File: src/hdl/sfdl_cfg.svh
`ifndef SFDL_CFG_SVH
`define SFDL_CFG_SVH

// Channel layout
`define SFDL_NUM_CH          8
`define SFDL_NUM_DUAL        4
`define SFDL_FIRST_DUAL      4
`define SFDL_HV_CH           0

// Field widths
`define SFDL_TH_W            8
`define SFDL_HYST_W          5
`define SFDL_GLITCH_W        7
`define SFDL_CFG_W           5
`define SFDL_CNT_W           11
`define SFDL_ADDR_W          7
`define SFDL_DATA_W          8

// Threshold code ceiling, full-scale code over the range span
`define SFDL_TH_MAX          8'hFF

// Configuration register fields
`define SFDL_CFG_MODE_LSB    0
`define SFDL_CFG_RANGE_LSB   2
`define SFDL_CFG_DIGITAL_BIT 4

// Range select codes: bottom/span 0.573/0.802, 1.25/1.75, 2.5/3.5, 6.0/8.4
`define SFDL_RANGE_LOW       2'h0
`define SFDL_RANGE_MID       2'h1
`define SFDL_RANGE_HIGH      2'h2
`define SFDL_RANGE_TOP       2'h3

// Glitch filter timing
`define SFDL_CLK_HZ          20000000
`define SFDL_US_PER_S        1000000
`define SFDL_GLITCH_MAX_US   100
`define SFDL_CYC_PER_US      (`SFDL_CLK_HZ / `SFDL_US_PER_S)

// Register map: per-channel block of eight slots
`define SFDL_CH_STRIDE_LSB   3
`define SFDL_REG_UV_TH       3'h0
`define SFDL_REG_OV_TH       3'h1
`define SFDL_REG_CFG         3'h2
`define SFDL_REG_HYST        3'h3
`define SFDL_REG_GLITCH      3'h4
`define SFDL_GLOBAL_BIT      6
`define SFDL_ADDR_STATUS     7'h40
`define SFDL_ADDR_MASK       7'h41
`define SFDL_ADDR_LIVE       7'h42
`define SFDL_ADDR_LOGIC      7'h43

// Reset values
`define SFDL_RST_ZERO        8'h00

`endif

File: src/hdl/sfdl_pkg.sv
`include "sfdl_cfg.svh"

package sfdl_pkg;

    // Detection mode of a channel
    typedef enum logic [1:0] {
        SFDL_MODE_OFF = 2'h0,
        SFDL_MODE_UV  = 2'h1,
        SFDL_MODE_OV  = 2'h2,
        SFDL_MODE_WIN = 2'h3
    } sfdl_mode_t;

    // Whole state of the detector back end
    typedef struct packed {
        logic [`SFDL_NUM_CH-1:0][`SFDL_TH_W-1:0]     uv_th;
        logic [`SFDL_NUM_CH-1:0][`SFDL_TH_W-1:0]     ov_th;
        logic [`SFDL_NUM_CH-1:0][`SFDL_CFG_W-1:0]    cfg;
        logic [`SFDL_NUM_CH-1:0][`SFDL_HYST_W-1:0]   hyst;
        logic [`SFDL_NUM_CH-1:0][`SFDL_GLITCH_W-1:0] glitch;
        logic [`SFDL_NUM_CH-1:0][`SFDL_TH_W-1:0]     uv_code;
        logic [`SFDL_NUM_CH-1:0][`SFDL_TH_W-1:0]     ov_code;
        logic [`SFDL_NUM_CH-1:0]                     uv_s1;
        logic [`SFDL_NUM_CH-1:0]                     uv_s2;
        logic [`SFDL_NUM_CH-1:0]                     ov_s1;
        logic [`SFDL_NUM_CH-1:0]                     ov_s2;
        logic [`SFDL_NUM_DUAL-1:0]                   lg_s1;
        logic [`SFDL_NUM_DUAL-1:0]                   lg_s2;
        logic [`SFDL_NUM_CH-1:0]                     last;
        logic [`SFDL_NUM_CH-1:0]                     filt;
        logic [`SFDL_NUM_CH-1:0][`SFDL_CNT_W-1:0]    cnt;
        logic [`SFDL_NUM_CH-1:0]                     sticky;
        logic [`SFDL_NUM_CH-1:0]                     mask;
        logic [`SFDL_DATA_W-1:0]                     rdata;
    } sfdl_state_t;

endpackage

File: src/hdl/sfdl_core.sv
`timescale 1ns/1ps
`include "sfdl_cfg.svh"

module sfdl_core (
    input  wire logic                                 i_core_clk,
    input  wire logic                                 i_rst,
    // Register port
    input  wire logic [`SFDL_ADDR_W-1:0]              i_addr,
    input  wire logic [`SFDL_DATA_W-1:0]              i_wdata,
    input  wire logic                                 i_wr,
    input  wire logic                                 i_rd,
    output logic      [`SFDL_DATA_W-1:0]              o_rdata,
    // Analog comparator results and dual-function logic pins, asynchronous to this clock
    input  wire logic [`SFDL_NUM_CH-1:0]              i_uv_cmp,
    input  wire logic [`SFDL_NUM_CH-1:0]              i_ov_cmp,
    input  wire logic [`SFDL_NUM_DUAL-1:0]            i_dual_logic_pin,
    // Codes and range presented to the analog front end
    output logic      [`SFDL_NUM_CH*`SFDL_TH_W-1:0]   o_uv_code,
    output logic      [`SFDL_NUM_CH*`SFDL_TH_W-1:0]   o_ov_code,
    output logic      [`SFDL_NUM_CH*2-1:0]            o_range_sel,
    output logic      [`SFDL_NUM_DUAL-1:0]            o_dual_is_logic,
    // Filtered results
    output logic      [`SFDL_NUM_CH-1:0]              o_fault,
    output logic      [`SFDL_NUM_DUAL-1:0]            o_logic_in,
    output logic                                      o_irq
);

    // Registered and next state
    sfdl_pkg::sfdl_state_t s_q;
    sfdl_pkg::sfdl_state_t s_d;

    // Range legal for a channel kind; illegal requests snap to a legal one
    function automatic logic [1:0] legal_range(input int ch, input logic [1:0] req);
        logic [1:0] r;
        r = req;
        if (ch == `SFDL_HV_CH) begin
            // High-voltage channel offers the two top ranges only
            if (req == `SFDL_RANGE_LOW || req == `SFDL_RANGE_MID) begin
                r = `SFDL_RANGE_HIGH;
            end
        end else if (ch < `SFDL_FIRST_DUAL) begin
            // Positive channels offer the lower three ranges
            if (req == `SFDL_RANGE_TOP) begin
                r = `SFDL_RANGE_HIGH;
            end
        end else begin
            // Dual-function channels have the lowest range only
            r = `SFDL_RANGE_LOW;
        end
        return r;
    endfunction

    // Threshold plus hysteresis, saturating at full scale
    function automatic logic [`SFDL_TH_W-1:0] add_sat(
        input logic [`SFDL_TH_W-1:0]   th,
        input logic [`SFDL_HYST_W-1:0] hy
    );
        logic [`SFDL_TH_W:0] sum;
        sum = {1'b0, th} + {4'h0, hy};
        if (sum[`SFDL_TH_W]) begin
            return `SFDL_TH_MAX;
        end
        return sum[`SFDL_TH_W-1:0];
    endfunction

    // Threshold minus hysteresis, saturating at zero
    function automatic logic [`SFDL_TH_W-1:0] sub_sat(
        input logic [`SFDL_TH_W-1:0]   th,
        input logic [`SFDL_HYST_W-1:0] hy
    );
        logic [`SFDL_TH_W-1:0] hy_w;
        hy_w = {3'h0, hy};
        if (th < hy_w) begin
            return `SFDL_RST_ZERO;
        end
        return th - hy_w;
    endfunction

    // Timeout in clock cycles from the microsecond code, capped at the maximum
    function automatic logic [`SFDL_CNT_W-1:0] timeout_cycles(
        input logic [`SFDL_GLITCH_W-1:0] us
    );
        logic [`SFDL_GLITCH_W-1:0] capped;
        logic [`SFDL_CNT_W-1:0]    cyc;
        capped = us;
        if (us > `SFDL_GLITCH_W'(`SFDL_GLITCH_MAX_US)) begin
            capped = `SFDL_GLITCH_W'(`SFDL_GLITCH_MAX_US);
        end
        cyc = `SFDL_CNT_W'(capped) * `SFDL_CNT_W'(`SFDL_CYC_PER_US);
        return cyc;
    endfunction

    // Channel is a dual-function one set to logic input
    function automatic logic is_logic(input int ch, input logic [`SFDL_CFG_W-1:0] c);
        return (ch >= `SFDL_FIRST_DUAL) && c[`SFDL_CFG_DIGITAL_BIT];
    endfunction

    // Next-state logic: bus, synchronisers, detection, filters, interrupts
    always_comb begin
        logic [`SFDL_NUM_CH-1:0]   raw;
        logic [`SFDL_NUM_CH-1:0]   rise;
        logic [`SFDL_NUM_CH-1:0]   w1c;
        logic [`SFDL_CNT_W-1:0]    lim;
        logic [2:0]                ch_sel;
        logic [2:0]                reg_sel;
        logic [1:0]                mode;
        logic                      uv_en;
        logic                      ov_en;
        raw     = '0;
        rise    = '0;
        w1c     = '0;
        lim     = '0;
        mode    = '0;
        uv_en   = 1'b0;
        ov_en   = 1'b0;
        ch_sel  = i_addr[`SFDL_CH_STRIDE_LSB+2:`SFDL_CH_STRIDE_LSB];
        reg_sel = i_addr[`SFDL_CH_STRIDE_LSB-1:0];
        s_d     = s_q;

        // Two-stage synchronisers; only the second stage feeds logic
        s_d.uv_s1 = i_uv_cmp;
        s_d.uv_s2 = s_q.uv_s1;
        s_d.ov_s1 = i_ov_cmp;
        s_d.ov_s2 = s_q.ov_s1;
        s_d.lg_s1 = i_dual_logic_pin;
        s_d.lg_s2 = s_q.lg_s1;

        // Register writes; channel block when the global bit is clear
        if (i_wr) begin
            if (!i_addr[`SFDL_GLOBAL_BIT]) begin
                unique case (reg_sel)
                    `SFDL_REG_UV_TH: begin
                        s_d.uv_th[ch_sel] = i_wdata;
                    end
                    `SFDL_REG_OV_TH: begin
                        s_d.ov_th[ch_sel] = i_wdata;
                    end
                    `SFDL_REG_CFG: begin
                        s_d.cfg[ch_sel] = i_wdata[`SFDL_CFG_W-1:0];
                    end
                    `SFDL_REG_HYST: begin
                        // Upper bits dropped: code tops out at 31
                        s_d.hyst[ch_sel] = i_wdata[`SFDL_HYST_W-1:0];
                    end
                    `SFDL_REG_GLITCH: begin
                        s_d.glitch[ch_sel] = i_wdata[`SFDL_GLITCH_W-1:0];
                    end
                    default: begin
                        // Unused slots ignore writes
                    end
                endcase
            end else if (i_addr == `SFDL_ADDR_STATUS) begin
                w1c = i_wdata;
            end else if (i_addr == `SFDL_ADDR_MASK) begin
                s_d.mask = i_wdata;
            end
        end

        // Read data, valid the cycle after the strobe; unmapped reads zero
        s_d.rdata = `SFDL_RST_ZERO;
        if (i_rd) begin
            if (!i_addr[`SFDL_GLOBAL_BIT]) begin
                unique case (reg_sel)
                    `SFDL_REG_UV_TH: begin
                        s_d.rdata = s_q.uv_th[ch_sel];
                    end
                    `SFDL_REG_OV_TH: begin
                        s_d.rdata = s_q.ov_th[ch_sel];
                    end
                    `SFDL_REG_CFG: begin
                        s_d.rdata = {3'h0, s_q.cfg[ch_sel]};
                    end
                    `SFDL_REG_HYST: begin
                        s_d.rdata = {3'h0, s_q.hyst[ch_sel]};
                    end
                    `SFDL_REG_GLITCH: begin
                        s_d.rdata = {1'b0, s_q.glitch[ch_sel]};
                    end
                    default: begin
                        s_d.rdata = `SFDL_RST_ZERO;
                    end
                endcase
            end else if (i_addr == `SFDL_ADDR_STATUS) begin
                s_d.rdata = s_q.sticky;
            end else if (i_addr == `SFDL_ADDR_MASK) begin
                s_d.rdata = s_q.mask;
            end else if (i_addr == `SFDL_ADDR_LIVE) begin
                s_d.rdata = o_fault;
            end else if (i_addr == `SFDL_ADDR_LOGIC) begin
                s_d.rdata = {4'h0, o_logic_in};
            end
        end

        // Per-channel detection and glitch filtering
        for (int i = 0; i < `SFDL_NUM_CH; i++) begin
            mode  = s_q.cfg[i][`SFDL_CFG_MODE_LSB+1:`SFDL_CFG_MODE_LSB];
            uv_en = (mode == sfdl_pkg::SFDL_MODE_UV) || (mode == sfdl_pkg::SFDL_MODE_WIN);
            ov_en = (mode == sfdl_pkg::SFDL_MODE_OV) || (mode == sfdl_pkg::SFDL_MODE_WIN);

            // Hysteresis only while the filtered fault is active
            if (s_q.filt[i] && !is_logic(i, s_q.cfg[i])) begin
                s_d.uv_code[i] = add_sat(s_q.uv_th[i], s_q.hyst[i]);
                s_d.ov_code[i] = sub_sat(s_q.ov_th[i], s_q.hyst[i]);
            end else begin
                s_d.uv_code[i] = s_q.uv_th[i];
                s_d.ov_code[i] = s_q.ov_th[i];
            end

            // Logic-input use excludes detection on the same channel
            if (is_logic(i, s_q.cfg[i])) begin
                // Index cut to the dual range so detector-only channels stay in bounds
                raw[i] = s_q.lg_s2[($clog2(`SFDL_NUM_DUAL))'(i - `SFDL_FIRST_DUAL)];
            end else begin
                raw[i] = (uv_en && s_q.uv_s2[i]) || (ov_en && s_q.ov_s2[i]);
            end

            // Filter: output follows input held stable for the full timeout
            lim        = timeout_cycles(s_q.glitch[i]);
            s_d.last[i] = raw[i];
            if (raw[i] == s_q.filt[i]) begin
                // Short pulse back to the output level is dropped
                s_d.cnt[i] = '0;
            end else if (lim == '0) begin
                // Zero timeout passes straight through
                s_d.filt[i] = raw[i];
                s_d.cnt[i]  = '0;
            end else if (raw[i] != s_q.last[i]) begin
                // Fresh edge restarts the count
                s_d.cnt[i] = `SFDL_CNT_W'(1);
            end else if (s_q.cnt[i] >= lim) begin
                // Held for the whole timeout: pass the edge
                s_d.filt[i] = raw[i];
                s_d.cnt[i]  = '0;
            end else begin
                s_d.cnt[i] = s_q.cnt[i] + `SFDL_CNT_W'(1);
            end

            // Interrupt events are new detector faults
            rise[i] = s_d.filt[i] && !s_q.filt[i] && !is_logic(i, s_q.cfg[i]);
        end

        // Sticky status: a new event beats a same-cycle clear
        s_d.sticky = (s_q.sticky & ~w1c) | rise;
    end

    // State register with synchronous reset
    always_ff @(posedge i_core_clk) begin
        if (i_rst) begin
            s_q <= '0;
        end else begin
            s_q <= s_d;
        end
    end

    // Output mapping
    always_comb begin
        o_rdata = s_q.rdata;
        o_irq   = |(s_q.sticky & s_q.mask);
        for (int i = 0; i < `SFDL_NUM_CH; i++) begin
            o_uv_code[i*`SFDL_TH_W +: `SFDL_TH_W] = s_q.uv_code[i];
            o_ov_code[i*`SFDL_TH_W +: `SFDL_TH_W] = s_q.ov_code[i];
            o_range_sel[i*2 +: 2] = legal_range(i,
                s_q.cfg[i][`SFDL_CFG_RANGE_LSB+1:`SFDL_CFG_RANGE_LSB]);
            o_fault[i] = s_q.filt[i] && !is_logic(i, s_q.cfg[i]);
        end
        for (int j = 0; j < `SFDL_NUM_DUAL; j++) begin
            o_dual_is_logic[j] = s_q.cfg[j+`SFDL_FIRST_DUAL][`SFDL_CFG_DIGITAL_BIT];
            o_logic_in[j] = s_q.filt[j+`SFDL_FIRST_DUAL] && o_dual_is_logic[j];
        end
    end

endmodule

File: config.mk
export PLATFORM = sky130hd
export DESIGN_NAME = sfdl_core
export DESIGN_NICKNAME = d
export VERILOG_FILES = /design/src/hdl/sfdl_pkg.sv /design/src/hdl/sfdl_core.sv
export VERILOG_INCLUDE_DIRS = /design/src /design/src/hdl
export SDC_FILE = /design/constraint.sdc
export NUM_CORES = 2
export LEC_CHECK = 0
export BUFFER_PORTS_ARGS = -buffer_cell sky130_fd_sc_hd__buf_4
export CAP_MARGIN = 20
export CORE_MARGIN = 2
export CORE_UTILIZATION = 60
export DETAILED_ROUTE_END_ITERATION = 10
export HOLD_SLACK_MARGIN = 0.12
export MAX_ROUTING_LAYER = met4
export PLACE_DENSITY = 0.79
export SYNTH_ARGS = -nofsm -noshare
export SYNTH_HDL_FRONTEND = slang
export SYNTH_SLANG_ARGS = --single-unit
export TNS_END_PERCENT = 5
File: constraint.sdc
create_clock -name i_core_clk -period 4.8 [get_ports i_core_clk]
set_input_delay 0.48 -clock i_core_clk [delete_from_list [all_inputs] [get_ports i_core_clk]]
set_output_delay 0.48 -clock i_core_clk [all_outputs]
set_load 0.02 [all_outputs]
==> summary.md <==
| Metric | Value |
|---|---|
| Clock skew | a little over 30 ps |
| Max IR drop VDD | 302 uV |
| Area after DPL | 0.0326 mm^2 |
| # port buffers | approximately 200 |
| Max stage delay cell, worst path | or4_1 |
| Met3 Usage GRT | 0.0922 |
| Most common cell after layout, fill and taps aside | dfxtp_1 |
| Htree depth | 2 |
| Synth Instances | between 3000 and 4000 |
| Vias in the first global route | ~26000 |
| I/O pin count | around 210 |
| Filler cells | roughly 4400 |
| Worst-path cell chain | nand2_1 -> a21oi_1 -> nand2b_1 -> inv_1 -> ha_1 -> ha_1 -> inv_1 -> fa_1 -> inv_1 -> a21o_1 -> a21oi_1 -> xnor2_1 -> inv_1 -> ha_1 -> and4_1 -> a221oi_1 -> o21a_1 -> nand2_1 -> or4_1 -> nor2_1 |
| Crit-path max cell delay | 590 ps |
| Setup violators final | 0 |
| Register-to-register setup slack | about 400 ps |
| Least-Margin Pin Slew | 987 ps |
| Max_slew headroom | 0.342 |
| Non-Filler Cell Area, Final | about 0.035 mm^2 |
| Inserted Clock Buffers | 57 |
| Die Width | ~230 um |
| Critical setup path kind | reg -> reg |
| Fraction of layout cells with a size suffix above 1 | 0.0991 |
| Global route hottest layer | met2 |
| Post-CTS setup buffers | 0 |
| Skew-Pair Late Insertion Delay | about 650 ps |
| DR iter-0 viols | 3166 |
| # clock sinks | 556 |
| Gpl congestion | between 1 and 1.5 |
| Pwr Density | between 200 and 300 mW/mm^2 |
| Initial antenna violation count | 5 |
| Warnings from Yosys | 0 |
| Row cnt | 84 |
| Final hold violation count | 0 |
| Worst hold path type | in -> reg |
| Drt wl/cell | ~20 um |
| Status | finished clean |
| RR Startpoint | s_q[316]$_SDFFE_PP0P_ |
| Synth Register Bits | between 500 and 600 |
| Largest net degree at the start of global routing | between 200 and 250 |
| Post-synth EDFFs | 0 |
| Die area | ~0.055 mm^2 |
| Hold Path End | o_rdata[4]$_SDFF_PP0_ |
| Final #Nets | around 4200 |
| Slew Limit Fails | 0 |
| Register area share after synthesis | 0.349 |
| Initial Util | 0.606 |
| Core ar. | approximately 0.053 mm^2 |
| Beginning of the worst hold path | i_rd |
| Max Cap Viol | 0 |
| Data arrival, critical path | just under 5000 ps |
| Post-Route WL | between 90000 and 100000 um |
| Met2 usage | 0.501 |
| Family with the most delay on the worst path | simple AND/OR/NAND/NOR gates |
| Mapped Area | 0.0319 mm^2 |
| Detailed Place HPWL | 66100 um |
| CTS clk-pin slew, worst paths | roughly 60 ps |
| Total Routing Usage GR | 0.345 |
| Sequential cell area | about 0.011 mm^2 |
| RR Endpoint | s_q[48]$_SDFF_PP0_ |
| Crit-path max FO | 10 |
| Top_reg_cell synth | dfxtp_1 |
| RSZ-0062 raised after global routing | false |
| Cell mode on critical path | inv_1 |
| Crit path buf inv count | 4 |
| WHS Path Cells | 3 |
| Vias per cell | between 6 and 7 |
| Grt met1 use | 0.449 |
| Pleak | between 10 and 15 nW |
| Setup TNS | 0 ps |
| Number of remaining DRC errors | 0 |
| CP Capture Type | register |
| First-pass GRT wire length | about 140000 um |
| Clk buf depth | 3 |
| Worst EP required | between 5000 and 6000 ps |
| CTS tree | done |
| Post-synthesis cell type count | 76 |
| Via Count | approximately 28000 |
| Commonest non-fill, non-tap cells in the layout | dfxtp_1, nand2_1, a21oi_1, nor2_1, ha_1 |
| Post-Syn Area per Cell | 8.15 um^2 |
| ANT nets after route | 0 |
| R2r worst-path depth | 20 |
| Final Cycle Share | 0.916 |
| Area Growth Syn to Fin | 9.05% |
| Crit path time final | 4400 ps |
| Vert. Die Dim | 234 um |
| Overflow after GRT | 0 |
| Fmax | approximately 230 MHz |
| 1st-pass router iterations | 9 |
| Startpoint Class | register |
| Synth async-reset ratio | 0 |
| Root buf cell | clkbuf_16 |
| Multi-input gate area | 0.0180 mm^2 |
## cell type report
| class | instances | share of cell area |
|---|---|---|
| tap | 688 | 0.0248 |
| clock buffer | 84 | 0.0483 |
| clock inverter | 20 | 0.00764 |
| timing repair buffer | 254 | 0.0573 |
| sequential | 556 | 0.320 |
| antenna | 5 | 0.000360 |
| inverter | 221 | 0.0239 |
| multi-input combinational | 2771 | 0.517 |
## power breakdown
part / switching (mW) / internal [mW] / leakage (nW)
clock: 1.92 / 2.69 / 0.947
combinational: 0.323 / 0.112 / 7.84
sequential: 0.0157 / 4.63 / 4.48
## worst max path at each step
stage	startpoint	end	slack (ps)	depth (start not counted)
after floorplan	s_q[341]$_SDFFE_PP0P_	s_q[100]$_SDFF_PP0_	830	20
final	s_q[316]$_SDFFE_PP0P_	s_q[48]$_SDFF_PP0_	400	20
after detailed placement	s_q[341]$_SDFFE_PP0P_	s_q[100]$_SDFF_PP0_	320	19
after CTS	s_q[341]$_SDFFE_PP0P_	s_q[100]$_SDFF_PP0_	270	19
after global placement	s_q[341]$_SDFFE_PP0P_	s_q[100]$_SDFF_PP0_	380	19
after global routing	s_q[341]$_SDFFE_PP0P_	s_q[100]$_SDFF_PP0_	20	19
## cells by family (layout without fill, tap and decap cells)
group | after synthesis | count (layout) | share of synthesized area
simple gates | 1306 | 1306 | 0.189
mux | 143 | 143 | 0.0506
compound gates | 879 | 879 | 0.166
fa+ha+maj | 268 | 268 | 0.111
other cells | 2 | 14 | 0.000236
xor+xnor | 166 | 166 | 0.0456
buf+inv | 586 | 579 | 0.0880
flops | 556 | 556 | 0.349
## flip-flops by register name, indices dropped and copies added, names as in the netlist
register         count
s_q                394
o_ov_code           64
o_uv_code           64
s_d                 18
o_rdata              8
o_dual_is_logic      4
o_fault              4
## metrics by stage
| stage | utilization | power, mW | hold WS (ps) | std cells | worst slack [ps] |
|---|---|---|---|---|---|
| after CTS | 0.660 | 9.72 | 229 | 4593 | 268 |
| after detailed placement | 0.620 | 5.15 | 426 | 4471 | 319 |
| after global placement | 0.620 | 5.15 | 417 | 4471 | 382 |
| after global routing | 0.661 | 9.93 | 269 | 4598 | 19.5 |
| final | 0.661 | 9.69 | 265 | 4599 | 404 |
| after floorplan | - | 5.01 | 414 | 3913 | 827 |
## per-layer routing
layer  share of wire  vias to the layer above
li1                -                    13200
met1            0.41                    13100
met2            0.42                     1484
met3            0.12                      305
met4           0.047                        0
met5               0                        -
## worst min-delay path, stage by stage
cell	delay, ps
buf_4	140
nand2_1	120
a21oi_1	100
## synth_stat cells (16+ instances only)
| master | instances | area, um^2 |
|---|---|---|
| mux2_2 | 23 | 259 |
| ha_1 | 244 | 3050 |
| o21ai_0 | 205 | 1030 |
| dfxtp_1 | 556 | 11100 |
| and2_1 | 31 | 194 |
| xnor2_1 | 63 | 552 |
| buf_1 | 21 | 78.8 |
| nand2_1 | 466 | 1750 |
| nand2b_1 | 25 | 156 |
| a21oi_1 | 373 | 1870 |
| a21boi_0 | 25 | 188 |
| nor3_1 | 32 | 160 |
| fa_1 | 24 | 480 |
| nand3_1 | 203 | 1020 |
| a221oi_1 | 31 | 272 |
| a21o_1 | 42 | 315 |
| a22oi_1 | 46 | 345 |
| inv_1 | 218 | 818 |
| xor2_1 | 103 | 902 |
| a211oi_1 | 24 | 180 |
| nor2_1 | 329 | 1230 |
| clkbuf_1 | 170 | 638 |
| and3_1 | 20 | 125 |
| buf_4 | 154 | 1160 |
| a31oi_1 | 16 | 100 |
| buf_2 | 20 | 100 |
| nor2b_1 | 83 | 519 |
| nor4_1 | 20 | 125 |
| mux2i_1 | 108 | 1080 |
## timing repair
action / in CTS / in global routing
endpoints found under the hold margin: 18 / 0
setup endpoints to repair: 0 / 30
hold buffers: 18 / 0
gates resized for setup: 0 / 3
Power figures use the tool's default switching activity.
